File: src/common/acc_pkg.sv
/*
 * Constants shared by the converter control block: register offsets, field
 * positions, reset values, trigger and format codes, sampling time.
 * Assumes a 40 MHz clock and a 32-bit register port with byte offsets.
 */
// Overview of operation
// - converter runs only while the module enable bit 15 is set.
// - stop-in-idle bit 13 set halts operation while the system is idle.
// - formats 000 and 100 give the result right-justified, zero filled.
// - format 101 gives the result right-justified, sign extended to 32 bits.
// - formats 010/011 left-align in the low half; 011 has a sign bit.
// - formats 110/111 left-align at the word top; 111 has a sign bit.
// - trigger 111 uses an internal counter; codes 100 to 110 trigger nothing.
// - trigger 011 takes the charge-time unit event.
// - trigger 010 takes the timer 3 period match.
// - trigger 001 takes an active transition on interrupt pin zero.
// - trigger 000 starts conversion when the sample bit is cleared.
// - with auto-sample on, hardware sets the sample bit itself.
// - with any other trigger, hardware clears the sample bit at the trigger.
// - done flag bit 0 sets at conversion end, clears at the next start.
// - software clears done by writing 0; the clear leaves conversions alone.
// - bits 31 to 16, 14, 12, 11 and 3 read as zero.
package acc_pkg;
	localparam logic [7:0] ACC_CTRL_OFFS = 8'h00;
	localparam logic [7:0] ACC_RESULT_OFFS = 8'h04;
	localparam logic [31:0] ACC_CTRL_RESET = 32'h0000_0000;
	localparam logic [31:0] ACC_RESULT_RESET = 32'h0000_0000;
	localparam int ACC_ON_BIT = 15;
	localparam int ACC_HALT_IDLE_BIT = 13;
	localparam int ACC_RESULT_FORMAT_SEL_LSB = 8;
	localparam int ACC_TRIG_SEL_LSB = 5;
	localparam int ACC_ONE_SHOT_BIT = 4;
	localparam int ACC_AUTO_SAMPLE_BIT = 2;
	localparam int ACC_SAMPLE_BIT = 1;
	localparam int ACC_DONE_BIT = 0;
	localparam int ACC_RAW_W = 10;
	localparam logic [2:0] ACC_TRG_SWCLR = 3'h0;
	localparam logic [2:0] ACC_TRG_PIN0 = 3'h1;
	localparam logic [2:0] ACC_TRG_TMR3 = 3'h2;
	localparam logic [2:0] ACC_TRG_CTU = 3'h3;
	localparam logic [2:0] ACC_TRG_AUTO = 3'h7;
	localparam logic [2:0] ACC_FMT_INT16 = 3'h0;
	localparam logic [2:0] ACC_FMT_FRAC16 = 3'h2;
	localparam logic [2:0] ACC_FMT_SFRAC16 = 3'h3;
	localparam logic [2:0] ACC_FMT_INT32 = 3'h4;
	localparam logic [2:0] ACC_FMT_SINT32 = 3'h5;
	localparam logic [2:0] ACC_FMT_FRAC32 = 3'h6;
	localparam logic [2:0] ACC_FMT_SFRAC32 = 3'h7;
	localparam int ACC_CLK_PERIOD_PS = 25000;
	localparam int ACC_AUTO_SAMPLE_NS = 200;
	localparam int ACC_AUTO_SAMPLE_CYC =
		(ACC_AUTO_SAMPLE_NS * 1000 + ACC_CLK_PERIOD_PS - 1) / ACC_CLK_PERIOD_PS;
	typedef enum logic [1:0] {
		ACC_ST_IDLE = 2'h0,
		ACC_ST_SAMPLE = 2'h1,
		ACC_ST_CONVERT = 2'h3
	} acc_state_e;
endpackage

File: src/common/acc_conv_if.sv
/*
 * Bundle joining the control core to its trigger selector and result
 * formatter. Assumes all three parties run on the same clock.
 */
`timescale 1ns/1ps
interface acc_conv_if;
	logic [2:0] trig_sel;
	logic sampling;
	logic active;
	logic fire;
	logic [2:0] fmt_sel;
	logic [9:0] raw;
	logic raw_load;
	logic [31:0] result;
	modport ctl (output trig_sel, sampling, active, fmt_sel, raw, raw_load,
		input fire, result);
	modport trg (input trig_sel, sampling, active, output fire);
	modport fmt (input fmt_sel, raw, raw_load, output result);
endinterface

File: src/hdl/acc_top.sv
/*
 * Converter control block: control register, sample and conversion
 * sequencing, trigger selection and result formatting.
 * Assumes an analog core that takes a start pulse and answers with a done
 * pulse and a 10-bit result, and a register master that never waits.
 */
// The implementer's own choices: the register offsets and strobed register access.
`timescale 1ns/1ps
module acc_top #(
	parameter int SAMPLE_CYC = acc_pkg::ACC_AUTO_SAMPLE_CYC,
	parameter bit PIN_RISING = 1'b1
) (
	input wire logic clk, // 40 MHz system clock
	input wire logic srst, // synchronous reset, active high
	input wire logic [7:0] reg_addr, // register byte offset
	input wire logic [31:0] reg_wdata, // write data
	input wire logic reg_wr, // write strobe
	input wire logic reg_rd, // read strobe
	output logic [31:0] reg_rdata, // read data, cycle after strobe
	input wire logic idle_mode, // system is in idle mode
	input wire logic ext_interrupt_pin_zero, // interrupt pin zero
	input wire logic timer3_match, // timer 3 period match pulse
	input wire logic charge_time_unit, // charge-time unit pulse
	input wire logic core_done, // analog core finished, pulse
	input wire logic [acc_pkg::ACC_RAW_W-1:0] core_data, // core result
	output logic sample_en, // hold the sampling switch closed
	output logic conv_start, // start conversion, one-cycle pulse
	output logic conv_done, // mirrors the done flag
	output logic [31:0] result_word // formatted result
);
	import acc_pkg::*;

	acc_conv_if cif ();

	// control register fields
	logic on_r, on_nxt;
	logic halt_idle_r, halt_idle_nxt;
	logic [2:0] result_format_sel_r, result_format_sel_nxt;
	logic [2:0] trig_sel_r, trig_sel_nxt;
	logic one_shot_r, one_shot_nxt;
	logic auto_r, auto_nxt;
	logic done_r, done_nxt;

	// sequencer and port registers
	acc_state_e st_r, st_nxt;
	logic start_r, start_nxt;
	logic sample_out_r, sample_out_nxt;
	logic [31:0] rdata_r, rdata_nxt;

	// decoded strobes
	logic ctrl_wr;
	logic active;
	logic sample_set_req;
	logic sample_clr_req;
	logic start_now;
	logic done_clr;
	logic done_set;
	logic [31:0] ctrl_view;

	// decode of the register strobes and the run condition
	always_comb begin
		ctrl_wr = reg_wr && (reg_addr == ACC_CTRL_OFFS);
		active = on_r && !(halt_idle_r && idle_mode);
		sample_set_req = ctrl_wr && reg_wdata[ACC_SAMPLE_BIT];
		sample_clr_req = ctrl_wr && !reg_wdata[ACC_SAMPLE_BIT];
		// write of zero clears, write of one ignored
		done_clr = ctrl_wr && !reg_wdata[ACC_DONE_BIT];
	end

	// readback image of the control register
	always_comb begin
		ctrl_view = 32'h0000_0000;
		ctrl_view[ACC_ON_BIT] = on_r;
		ctrl_view[ACC_HALT_IDLE_BIT] = halt_idle_r;
		ctrl_view[ACC_RESULT_FORMAT_SEL_LSB +: 3] = result_format_sel_r;
		ctrl_view[ACC_TRIG_SEL_LSB +: 3] = trig_sel_r;
		ctrl_view[ACC_ONE_SHOT_BIT] = one_shot_r;
		ctrl_view[ACC_AUTO_SAMPLE_BIT] = auto_r;
		ctrl_view[ACC_SAMPLE_BIT] = (st_r == ACC_ST_SAMPLE);
		ctrl_view[ACC_DONE_BIT] = done_r;
	end

	// sample / convert sequencer
	always_comb begin
		st_nxt = st_r;
		start_now = 1'b0;
		done_set = 1'b0;
		if (!active) begin
			// a disabled or idled module drops any sampling or conversion
			st_nxt = ACC_ST_IDLE;
		end else begin
			case (st_r)
				ACC_ST_IDLE: begin
					if (auto_r || sample_set_req)
						st_nxt = ACC_ST_SAMPLE;
				end
				ACC_ST_SAMPLE: begin
					if (trig_sel_r == ACC_TRG_SWCLR) begin
						if (sample_clr_req) begin
							st_nxt = ACC_ST_CONVERT;
							start_now = 1'b1;
						end
					end else if (cif.fire) begin
						st_nxt = ACC_ST_CONVERT;
						start_now = 1'b1;
					end else if (sample_clr_req && !auto_r) begin
						// manual abort of sampling without a conversion
						st_nxt = ACC_ST_IDLE;
					end
				end
				ACC_ST_CONVERT: begin
					if (core_done) begin
						done_set = 1'b1;
						st_nxt = (auto_r && !one_shot_r) ? ACC_ST_SAMPLE
							: ACC_ST_IDLE;
					end
				end
				default: st_nxt = ACC_ST_IDLE;
			endcase
		end
		start_nxt = start_now;
		sample_out_nxt = (st_nxt == ACC_ST_SAMPLE);
	end

	// control field next values
	always_comb begin
		on_nxt = on_r;
		halt_idle_nxt = halt_idle_r;
		result_format_sel_nxt = result_format_sel_r;
		trig_sel_nxt = trig_sel_r;
		one_shot_nxt = one_shot_r;
		auto_nxt = auto_r;
		if (ctrl_wr) begin
			on_nxt = reg_wdata[ACC_ON_BIT];
			halt_idle_nxt = reg_wdata[ACC_HALT_IDLE_BIT];
			result_format_sel_nxt = reg_wdata[ACC_RESULT_FORMAT_SEL_LSB +: 3];
			trig_sel_nxt = reg_wdata[ACC_TRIG_SEL_LSB +: 3];
			one_shot_nxt = reg_wdata[ACC_ONE_SHOT_BIT];
			auto_nxt = reg_wdata[ACC_AUTO_SAMPLE_BIT];
		end else if (done_set && one_shot_r) begin
			// one-shot auto sampling: stop after the first result
			auto_nxt = 1'b0;
		end
		// a late set still wins over a software clear
		if (done_set)
			done_nxt = 1'b1;
		else if (start_now || done_clr)
			done_nxt = 1'b0;
		else
			done_nxt = done_r;
	end

	// read port: data stand one cycle after the strobe only
	always_comb begin
		rdata_nxt = 32'h0000_0000;
		if (reg_rd) begin
			case (reg_addr)
				ACC_CTRL_OFFS: rdata_nxt = ctrl_view;
				ACC_RESULT_OFFS: rdata_nxt = cif.result;
				default: rdata_nxt = 32'h0000_0000;
			endcase
		end
	end

	always_ff @(posedge clk) begin
		if (srst) begin
			on_r <= ACC_CTRL_RESET[ACC_ON_BIT];
			halt_idle_r <= ACC_CTRL_RESET[ACC_HALT_IDLE_BIT];
			result_format_sel_r <= ACC_CTRL_RESET[ACC_RESULT_FORMAT_SEL_LSB +: 3];
			trig_sel_r <= ACC_CTRL_RESET[ACC_TRIG_SEL_LSB +: 3];
			one_shot_r <= ACC_CTRL_RESET[ACC_ONE_SHOT_BIT];
			auto_r <= ACC_CTRL_RESET[ACC_AUTO_SAMPLE_BIT];
			done_r <= ACC_CTRL_RESET[ACC_DONE_BIT];
			st_r <= ACC_ST_IDLE;
			start_r <= 1'b0;
			sample_out_r <= 1'b0;
			rdata_r <= 32'h0000_0000;
		end else begin
			on_r <= on_nxt;
			halt_idle_r <= halt_idle_nxt;
			result_format_sel_r <= result_format_sel_nxt;
			trig_sel_r <= trig_sel_nxt;
			one_shot_r <= one_shot_nxt;
			auto_r <= auto_nxt;
			done_r <= done_nxt;
			st_r <= st_nxt;
			start_r <= start_nxt;
			sample_out_r <= sample_out_nxt;
			rdata_r <= rdata_nxt;
		end
	end

	// bundle to the helpers; the result is caught as the core reports it
	assign cif.trig_sel = trig_sel_r;
	assign cif.sampling = (st_r == ACC_ST_SAMPLE);
	assign cif.active = active;
	assign cif.fmt_sel = result_format_sel_r;
	assign cif.raw = core_data;
	assign cif.raw_load = done_set;

	acc_trigger #(
		.SAMPLE_CYC(SAMPLE_CYC),
		.PIN_RISING(PIN_RISING)
	) u_trigger (
		.clk(clk),
		.srst(srst),
		.ext_interrupt_pin_zero(ext_interrupt_pin_zero),
		.timer3_match(timer3_match),
		.charge_time_unit(charge_time_unit),
		.cif(cif)
	);

	acc_format u_format (
		.clk(clk),
		.srst(srst),
		.cif(cif)
	);

	// every output straight from a flip-flop
	assign reg_rdata = rdata_r;
	assign sample_en = sample_out_r;
	assign conv_start = start_r;
	assign conv_done = done_r;
	assign result_word = cif.result;
endmodule

File: src/hdl/acc_trigger.sv
/*
 * Trigger selector: turns the chosen hardware source into a one-cycle fire
 * pulse that ends sampling. Assumes source inputs are synchronous to clk.
 */
`timescale 1ns/1ps
module acc_trigger #(
	parameter int SAMPLE_CYC = acc_pkg::ACC_AUTO_SAMPLE_CYC,
	parameter bit PIN_RISING = 1'b1
) (
	input wire logic clk, // system clock
	input wire logic srst, // synchronous reset
	input wire logic ext_interrupt_pin_zero, // interrupt pin zero level
	input wire logic timer3_match, // timer 3 period match pulse
	input wire logic charge_time_unit, // charge-time unit trigger pulse
	acc_conv_if.trg cif // control bundle
);
	import acc_pkg::*;
	logic [15:0] cnt_r, cnt_nxt;
	logic pin_r, pin_nxt;
	logic fire_r, fire_nxt;
	logic pin_edge;

	// source selection; reserved codes fall through to no trigger
	always_comb begin
		pin_nxt = ext_interrupt_pin_zero;
		pin_edge = PIN_RISING ? (ext_interrupt_pin_zero & ~pin_r)
			: (~ext_interrupt_pin_zero & pin_r);
		cnt_nxt = cif.sampling ? cnt_r : 16'h0000;
		if (cif.sampling && cnt_r != 16'(SAMPLE_CYC))
			cnt_nxt = cnt_r + 16'h0001;
		fire_nxt = 1'b0;
		if (cif.active && cif.sampling && !fire_r) begin
			case (cif.trig_sel)
				ACC_TRG_PIN0: fire_nxt = pin_edge;
				ACC_TRG_TMR3: fire_nxt = timer3_match;
				ACC_TRG_CTU: fire_nxt = charge_time_unit;
				ACC_TRG_AUTO: fire_nxt = (cnt_r == 16'(SAMPLE_CYC - 1));
				default: fire_nxt = 1'b0;
			endcase
		end
	end

	// registers only
	always_ff @(posedge clk) begin
		if (srst) begin
			cnt_r <= 16'h0000;
			pin_r <= 1'b0;
			fire_r <= 1'b0;
		end else begin
			cnt_r <= cnt_nxt;
			pin_r <= pin_nxt;
			fire_r <= fire_nxt;
		end
	end

	assign cif.fire = fire_r;
endmodule

File: src/hdl/acc_format.sv
/*
 * Result formatter: lays the 10-bit conversion result out in a 32-bit word
 * in the selected format. Assumes the core delivers offset binary.
 */
`timescale 1ns/1ps
module acc_format (
	input wire logic clk, // system clock
	input wire logic srst, // synchronous reset
	acc_conv_if.fmt cif // control bundle
);
	import acc_pkg::*;
	logic [31:0] res_r, res_nxt;
	logic [9:0] sdat;

	// signed formats flip the msb so mid-scale reads as zero
	always_comb begin
		sdat = {~cif.raw[9], cif.raw[8:0]};
		res_nxt = res_r;
		if (cif.raw_load) begin
			case (cif.fmt_sel)
				ACC_FMT_SINT32: res_nxt = {{22{sdat[9]}}, sdat};
				ACC_FMT_FRAC16: res_nxt = {16'h0000, cif.raw, 6'h00};
				ACC_FMT_SFRAC16: res_nxt = {16'h0000, sdat, 6'h00};
				ACC_FMT_FRAC32: res_nxt = {cif.raw, 22'h000000};
				ACC_FMT_SFRAC32: res_nxt = {sdat, 22'h000000};
				// zero filled; reserved code lands here
				default: res_nxt = {22'h000000, cif.raw};
			endcase
		end
	end

	always_ff @(posedge clk) begin
		if (srst)
			res_r <= ACC_RESULT_RESET;
		else
			res_r <= res_nxt;
	end

	assign cif.result = res_r;
endmodule

File: config.mk
export PLATFORM = sky130hd
export DESIGN_NAME = acc_top
export DESIGN_NICKNAME = d
export VERILOG_FILES = /design/src/common/acc_pkg.sv /design/src/common/acc_conv_if.sv /design/src/hdl/acc_top.sv /design/src/hdl/acc_trigger.sv /design/src/hdl/acc_format.sv
export SDC_FILE = /design/constraint.sdc
export NUM_CORES = 1
export LEC_CHECK = 0
export BUFFER_PORTS_ARGS = -buffer_cell sky130_fd_sc_hd__buf_2
export CORE_ASPECT_RATIO = 0.7
export CORE_MARGIN = 2
export CORE_UTILIZATION = 40
export DETAILED_ROUTE_END_ITERATION = 8
export GPL_ROUTABILITY_DRIVEN = 0
export PLACE_DENSITY = 0.67
export SETUP_SLACK_MARGIN = 0.4
export SLEW_MARGIN = 0
export SYNTH_ARGS = -nofsm -noshare
export SYNTH_HDL_FRONTEND = slang
export SYNTH_SLANG_ARGS = --single-unit
File: constraint.sdc
create_clock -name clk -period 2.1 [get_ports clk]
set_clock_uncertainty 0.2 [all_clocks]
set_input_delay 0.105 -clock clk [delete_from_list [all_inputs] [get_ports clk]]
set_output_delay 0.105 -clock clk [all_outputs]
set_load 0.05 [all_outputs]
==> impl.org <==
** Routing
- Vias/cell :: 5.149
- After the first detailed-routing iteration, the DRC count stood at 229.
- Total number of vias :: 3352
- Aggregate routed wire length :: 10110 microns
- In this run the remaining antenna-violating nets after routing total 0.
- Remaining DRCs :: 0
- For this run, the detailed router's first-pass iteration total came to 5.
- Drt wl/cell :: 15.53 microns

** Synth
- After Yosys synthesis, XOR and XNOR cells account for 2.492% of the synthesized area.
- Synthesis produced 394 cells.
- The synthesized netlist devotes 12.25% of its cell area to compound gates.
- Summing the areas of all and, or, nand and nor instances in the mapped netlist gives 26.34% of the synthesized area.
- The synthesized design spends more area on one cell type than any other, namely dfxtp_1.
- Synthesis-stage register bit count :: 87
- Yosys warnings :: 0
- In the synthesized netlist the async set-or-reset flop fraction comes to 0%.
- Summing the areas of all fa, ha and maj instances in the mapped netlist gives 0.7120% of the synthesized area.
- Syn_nets :: 455
- EDFF count, synth :: 0
- The synthesized design devotes to its leading area cell type 49.56% of total area.
- By area the synthesized netlist is led by dfxtp_1 (50%), nor2_1 (6.1%), nor3_1 (3.7%).
- Counting distinct cell types in the post-synthesis netlist gives 49.
- Primary flip-flop cell chosen by synthesis mapping :: dfxtp_1
- Total standard cell area after synthesis :: 3515 sq um
- Multiplexer area fraction after synthesis :: 3.133%
- By area, the combinational part of the netlist is dominated by simple AND/OR/NAND/NOR gates.
- Each instance of the synthesized netlist takes up on average 8.920 sq um.
- Sequential cell area fraction in the yosys report :: 49.56%

** Global route
- Number of global-route vias before repair :: 2945
- Across every metal layer, demand over resource in global routing totals 21.48%.
- The first global-routing pass estimated 15460 microns of wire.
- Maximum number of pins on one net before global-route repair :: 40
- After global routing the overflow that remains totals 0.
- Number of antenna violations at the first check in global routing :: 0

** Cells and area
- Most common cell after layout, fill and taps aside :: buf_2
- Number of nets in the final layout :: 587
- Share of post-route cells with drive strength above 1 :: 36.53%
- Fill count :: 769
- Non-Filler Cell Area, Final :: 4969 sq um
- Final Instance Count excl. Fillers :: 651
- Cells fill 58.60% of the core in the end.
- Top library cells by usage in the layout, fill and taps aside :: buf_2 (105), dfxtp_1 (74), nor2_1 (56)
- Area growth, synth to finish :: 41.37%
- Diode insertion count for antenna repair :: 0

** Setup path
- The critical path contains buffers and inverters numbering 0 combined.
- Along the worst path, the maximum fanout reaches 7.
- By startpoint and endpoint, the worst setup path is classified as reg -> reg.
- Walking the worst path, the cells encountered are a21bo_4, or3_4, a211oi_1, nor3_1.
- The cell family contributing the most delay on the critical path is simple AND/OR/NAND/NOR gates.
- Slowest cell on the critical path :: or3_4
- STA puts the critical path data arrival time at 1.74 ns.
- Startpoint type of the worst setup path :: register
- Delay of the slowest critical-path stage :: 0.45 ns
- Critical Path Sink Type :: register
- Data required time at the worst endpoint :: 2.11 ns

** Place
- Detailed Place HPWL :: 6855 microns
- Including well taps, the total number of placed cells is 598.
- Area post-placement :: 4119 sq um
- Buffers placed on the I/O ports in this run total 105.
- Placement Setup Slack :: 0.2308 ns

** Run status
- The checks that failed: hold timing.
- Outcome :: complete, but fails checks

** STA
- Unrepaired setup endpoints after global routing :: yes
- Number of endpoints failing setup at the final stage :: 0
- The number of max-slew violations in the final report is 0.
- Smallest setup slack after layout :: 0.3694 ns
- The worst path in the final design needs a cycle of 1.731 ns, including I/O delays and setup.
- Remaining max-slew budget at the tightest pin :: 66.43%
- The final critical path takes up 82.41% of the cycle.
- Sum of negative setup slack :: 0 ns
- The tightest hold path in the finished design has a slack of -0.06523 ns.
- At the pin with the least slew margin, the transition time is 0.5035 ns.
- Max Fclk :: 577.8 MHz
- The count of endpoints failing hold in the final timing report is 1.

** Die
- The die covers 9564 sq um.
- Measured along the y axis, the die boundary spans 82.43 microns.
- From left edge to right edge, the die measures 116.0 microns.
- Initial Util :: 41.46%
- The floorplan has 28 rows.
- 126 I/O pins were placed.
- Area of the core :: 8478 sq um

** Clock network
- Root buf cell :: clkbuf_16
- The clock reaches the later pin of the worst-skew pair after 0.34 ns.
- The clock tree synthesis step divided the H-tree into 3 levels.
- In this run the deepest clock path goes through 2 buffers.
- After clock tree synthesis, the clock-pin slew on the worst setup and hold paths is 0.06 ns.
- CTS buffer count :: 9
- Clock tree from TritonCTS :: yes
- Quantity of hold-fixing buffers added after cts :: 25
- Clock tree synthesis found a total of 87 sinks.

** Flow run
- Max cap viols :: 0

** Worst hold path
- Kind of path behind the tightest hold check :: in -> reg

** Pwr
- Power spread over the standard cell area amounts to 706.5 nW/um^2.
- Worst IR drop on VDD :: 431.4 uV
- Pleak :: 2.109 nW
[worst reg2reg max path, stage by stage (launching register included)]
cell,delay (ns)
dfxtp_2,0.36
a21bo_4,0.27
or3_4,0.45
a211oi_1,0.25
nor3_1,0.08
[repair_timing]
action,CTS,global route
endpoints found under the hold margin,39,1
cloned,2,0
endpoints found under the setup margin,30,37
pin swaps,3,6
setup buffers,4,6
gates resized for setup,19,31
[synthesized netlist by cell type (2+ instances only)]
master / count
dfxtp_1: 87
nor2_1: 57
nor3_1: 26
nand2_1: 23
and2_1: 17
a211oi_1: 16
a21oi_1: 16
clkbuf_1: 14
nand3_1: 14
a22oi_1: 12
mux2i_1: 11
buf_4: 10
nor4_1: 9
inv_1: 8
o21ai_0: 8
nand4_1: 7
xnor2_1: 6
buf_2: 5
nor2b_1: 4
or3_1: 4
xor2_1: 4
a221oi_1: 3
and3_1: 2
ha_1: 2
nand2b_1: 2
nand3b_1: 2
nor3b_1: 2
o21a_1: 2
[registers in the layout (all words and copies together), names as in the netlist]
name / cells
st_r: 2
cif.fmt_sel: 3
u_trigger.cif.fire: 1
on_r: 1
sample_en: 1
auto_r: 1
conv_start: 1
halt_idle_r: 1
one_shot_r: 1
u_trigger.cnt_r: 16
u_format.cif.result: 27
reg_rdata: 27
conv_done: 1
u_trigger.pin_r: 1
cif.trig_sel: 3
[final cells by class]
type	instances	area [sq um]	share of cell area, %
clock buffers	9	225.2	4.533
clock inverters	7	103.9	2.090
inverters	8	30.03	0.6044
multi-input cells	270	1754	35.31
flip-flops and latches	87	1775	35.73
well taps	120	150.1	3.022
repair buffers	150	929.6	18.71
[power by group]
group	switching [mW]	internal, mW	total [mW]
sequential	0.000713	1.64	1.64
combinational	0.0605	0.0660	0.126
clock	0.682	1.06	1.74
total	0.743	2.77	3.51
[metal layers]
layer	wire length [microns]	part of all wire, %	track usage (%)	up-vias
met1	4968	49	31.37	1567
met5	0	0	0	-
met3	643	6.4	5.766	20
met2	4311	43	31.05	121
li1	-	-	-	1644
met4	187	1.8	6.071	0
[stage by stage]
step	hold slack, ns	power, mW
floorplan	0.03318	1.715
global placement	0.1328	1.769
detailed placement	0.1467	1.770
CTS	-0.07792	3.539
global route	-0.03460	3.619
finish	-0.06523	3.510
[worst paths after layout]
check / start / endpoint / slack, ns / cells past startpoint
max: on_r / u_format.cif.result[11] / 0.37 / 4
min reg2reg: u_format.cif.result[3] / u_format.cif.result[3] / 0.27 / 2
min: reg_addr[6] / conv_start / -0.07 / 4
max reg2reg: on_r / u_format.cif.result[11] / 0.37 / 4
[cells by family (layout without fill, tap and decap cells)]
kind of cell | after synthesis | in the layout
and+or+nand+nor | 181 | 183
DFF | 87 | 87
AOI/OAI and AO/OA | 64 | 64
buffers and inverters | 39 | 174
muxes | 11 | 11
xor gates and xnor gates | 10 | 10
adders and majority gates | 2 | 2
(Power assumes the default switching activity.)
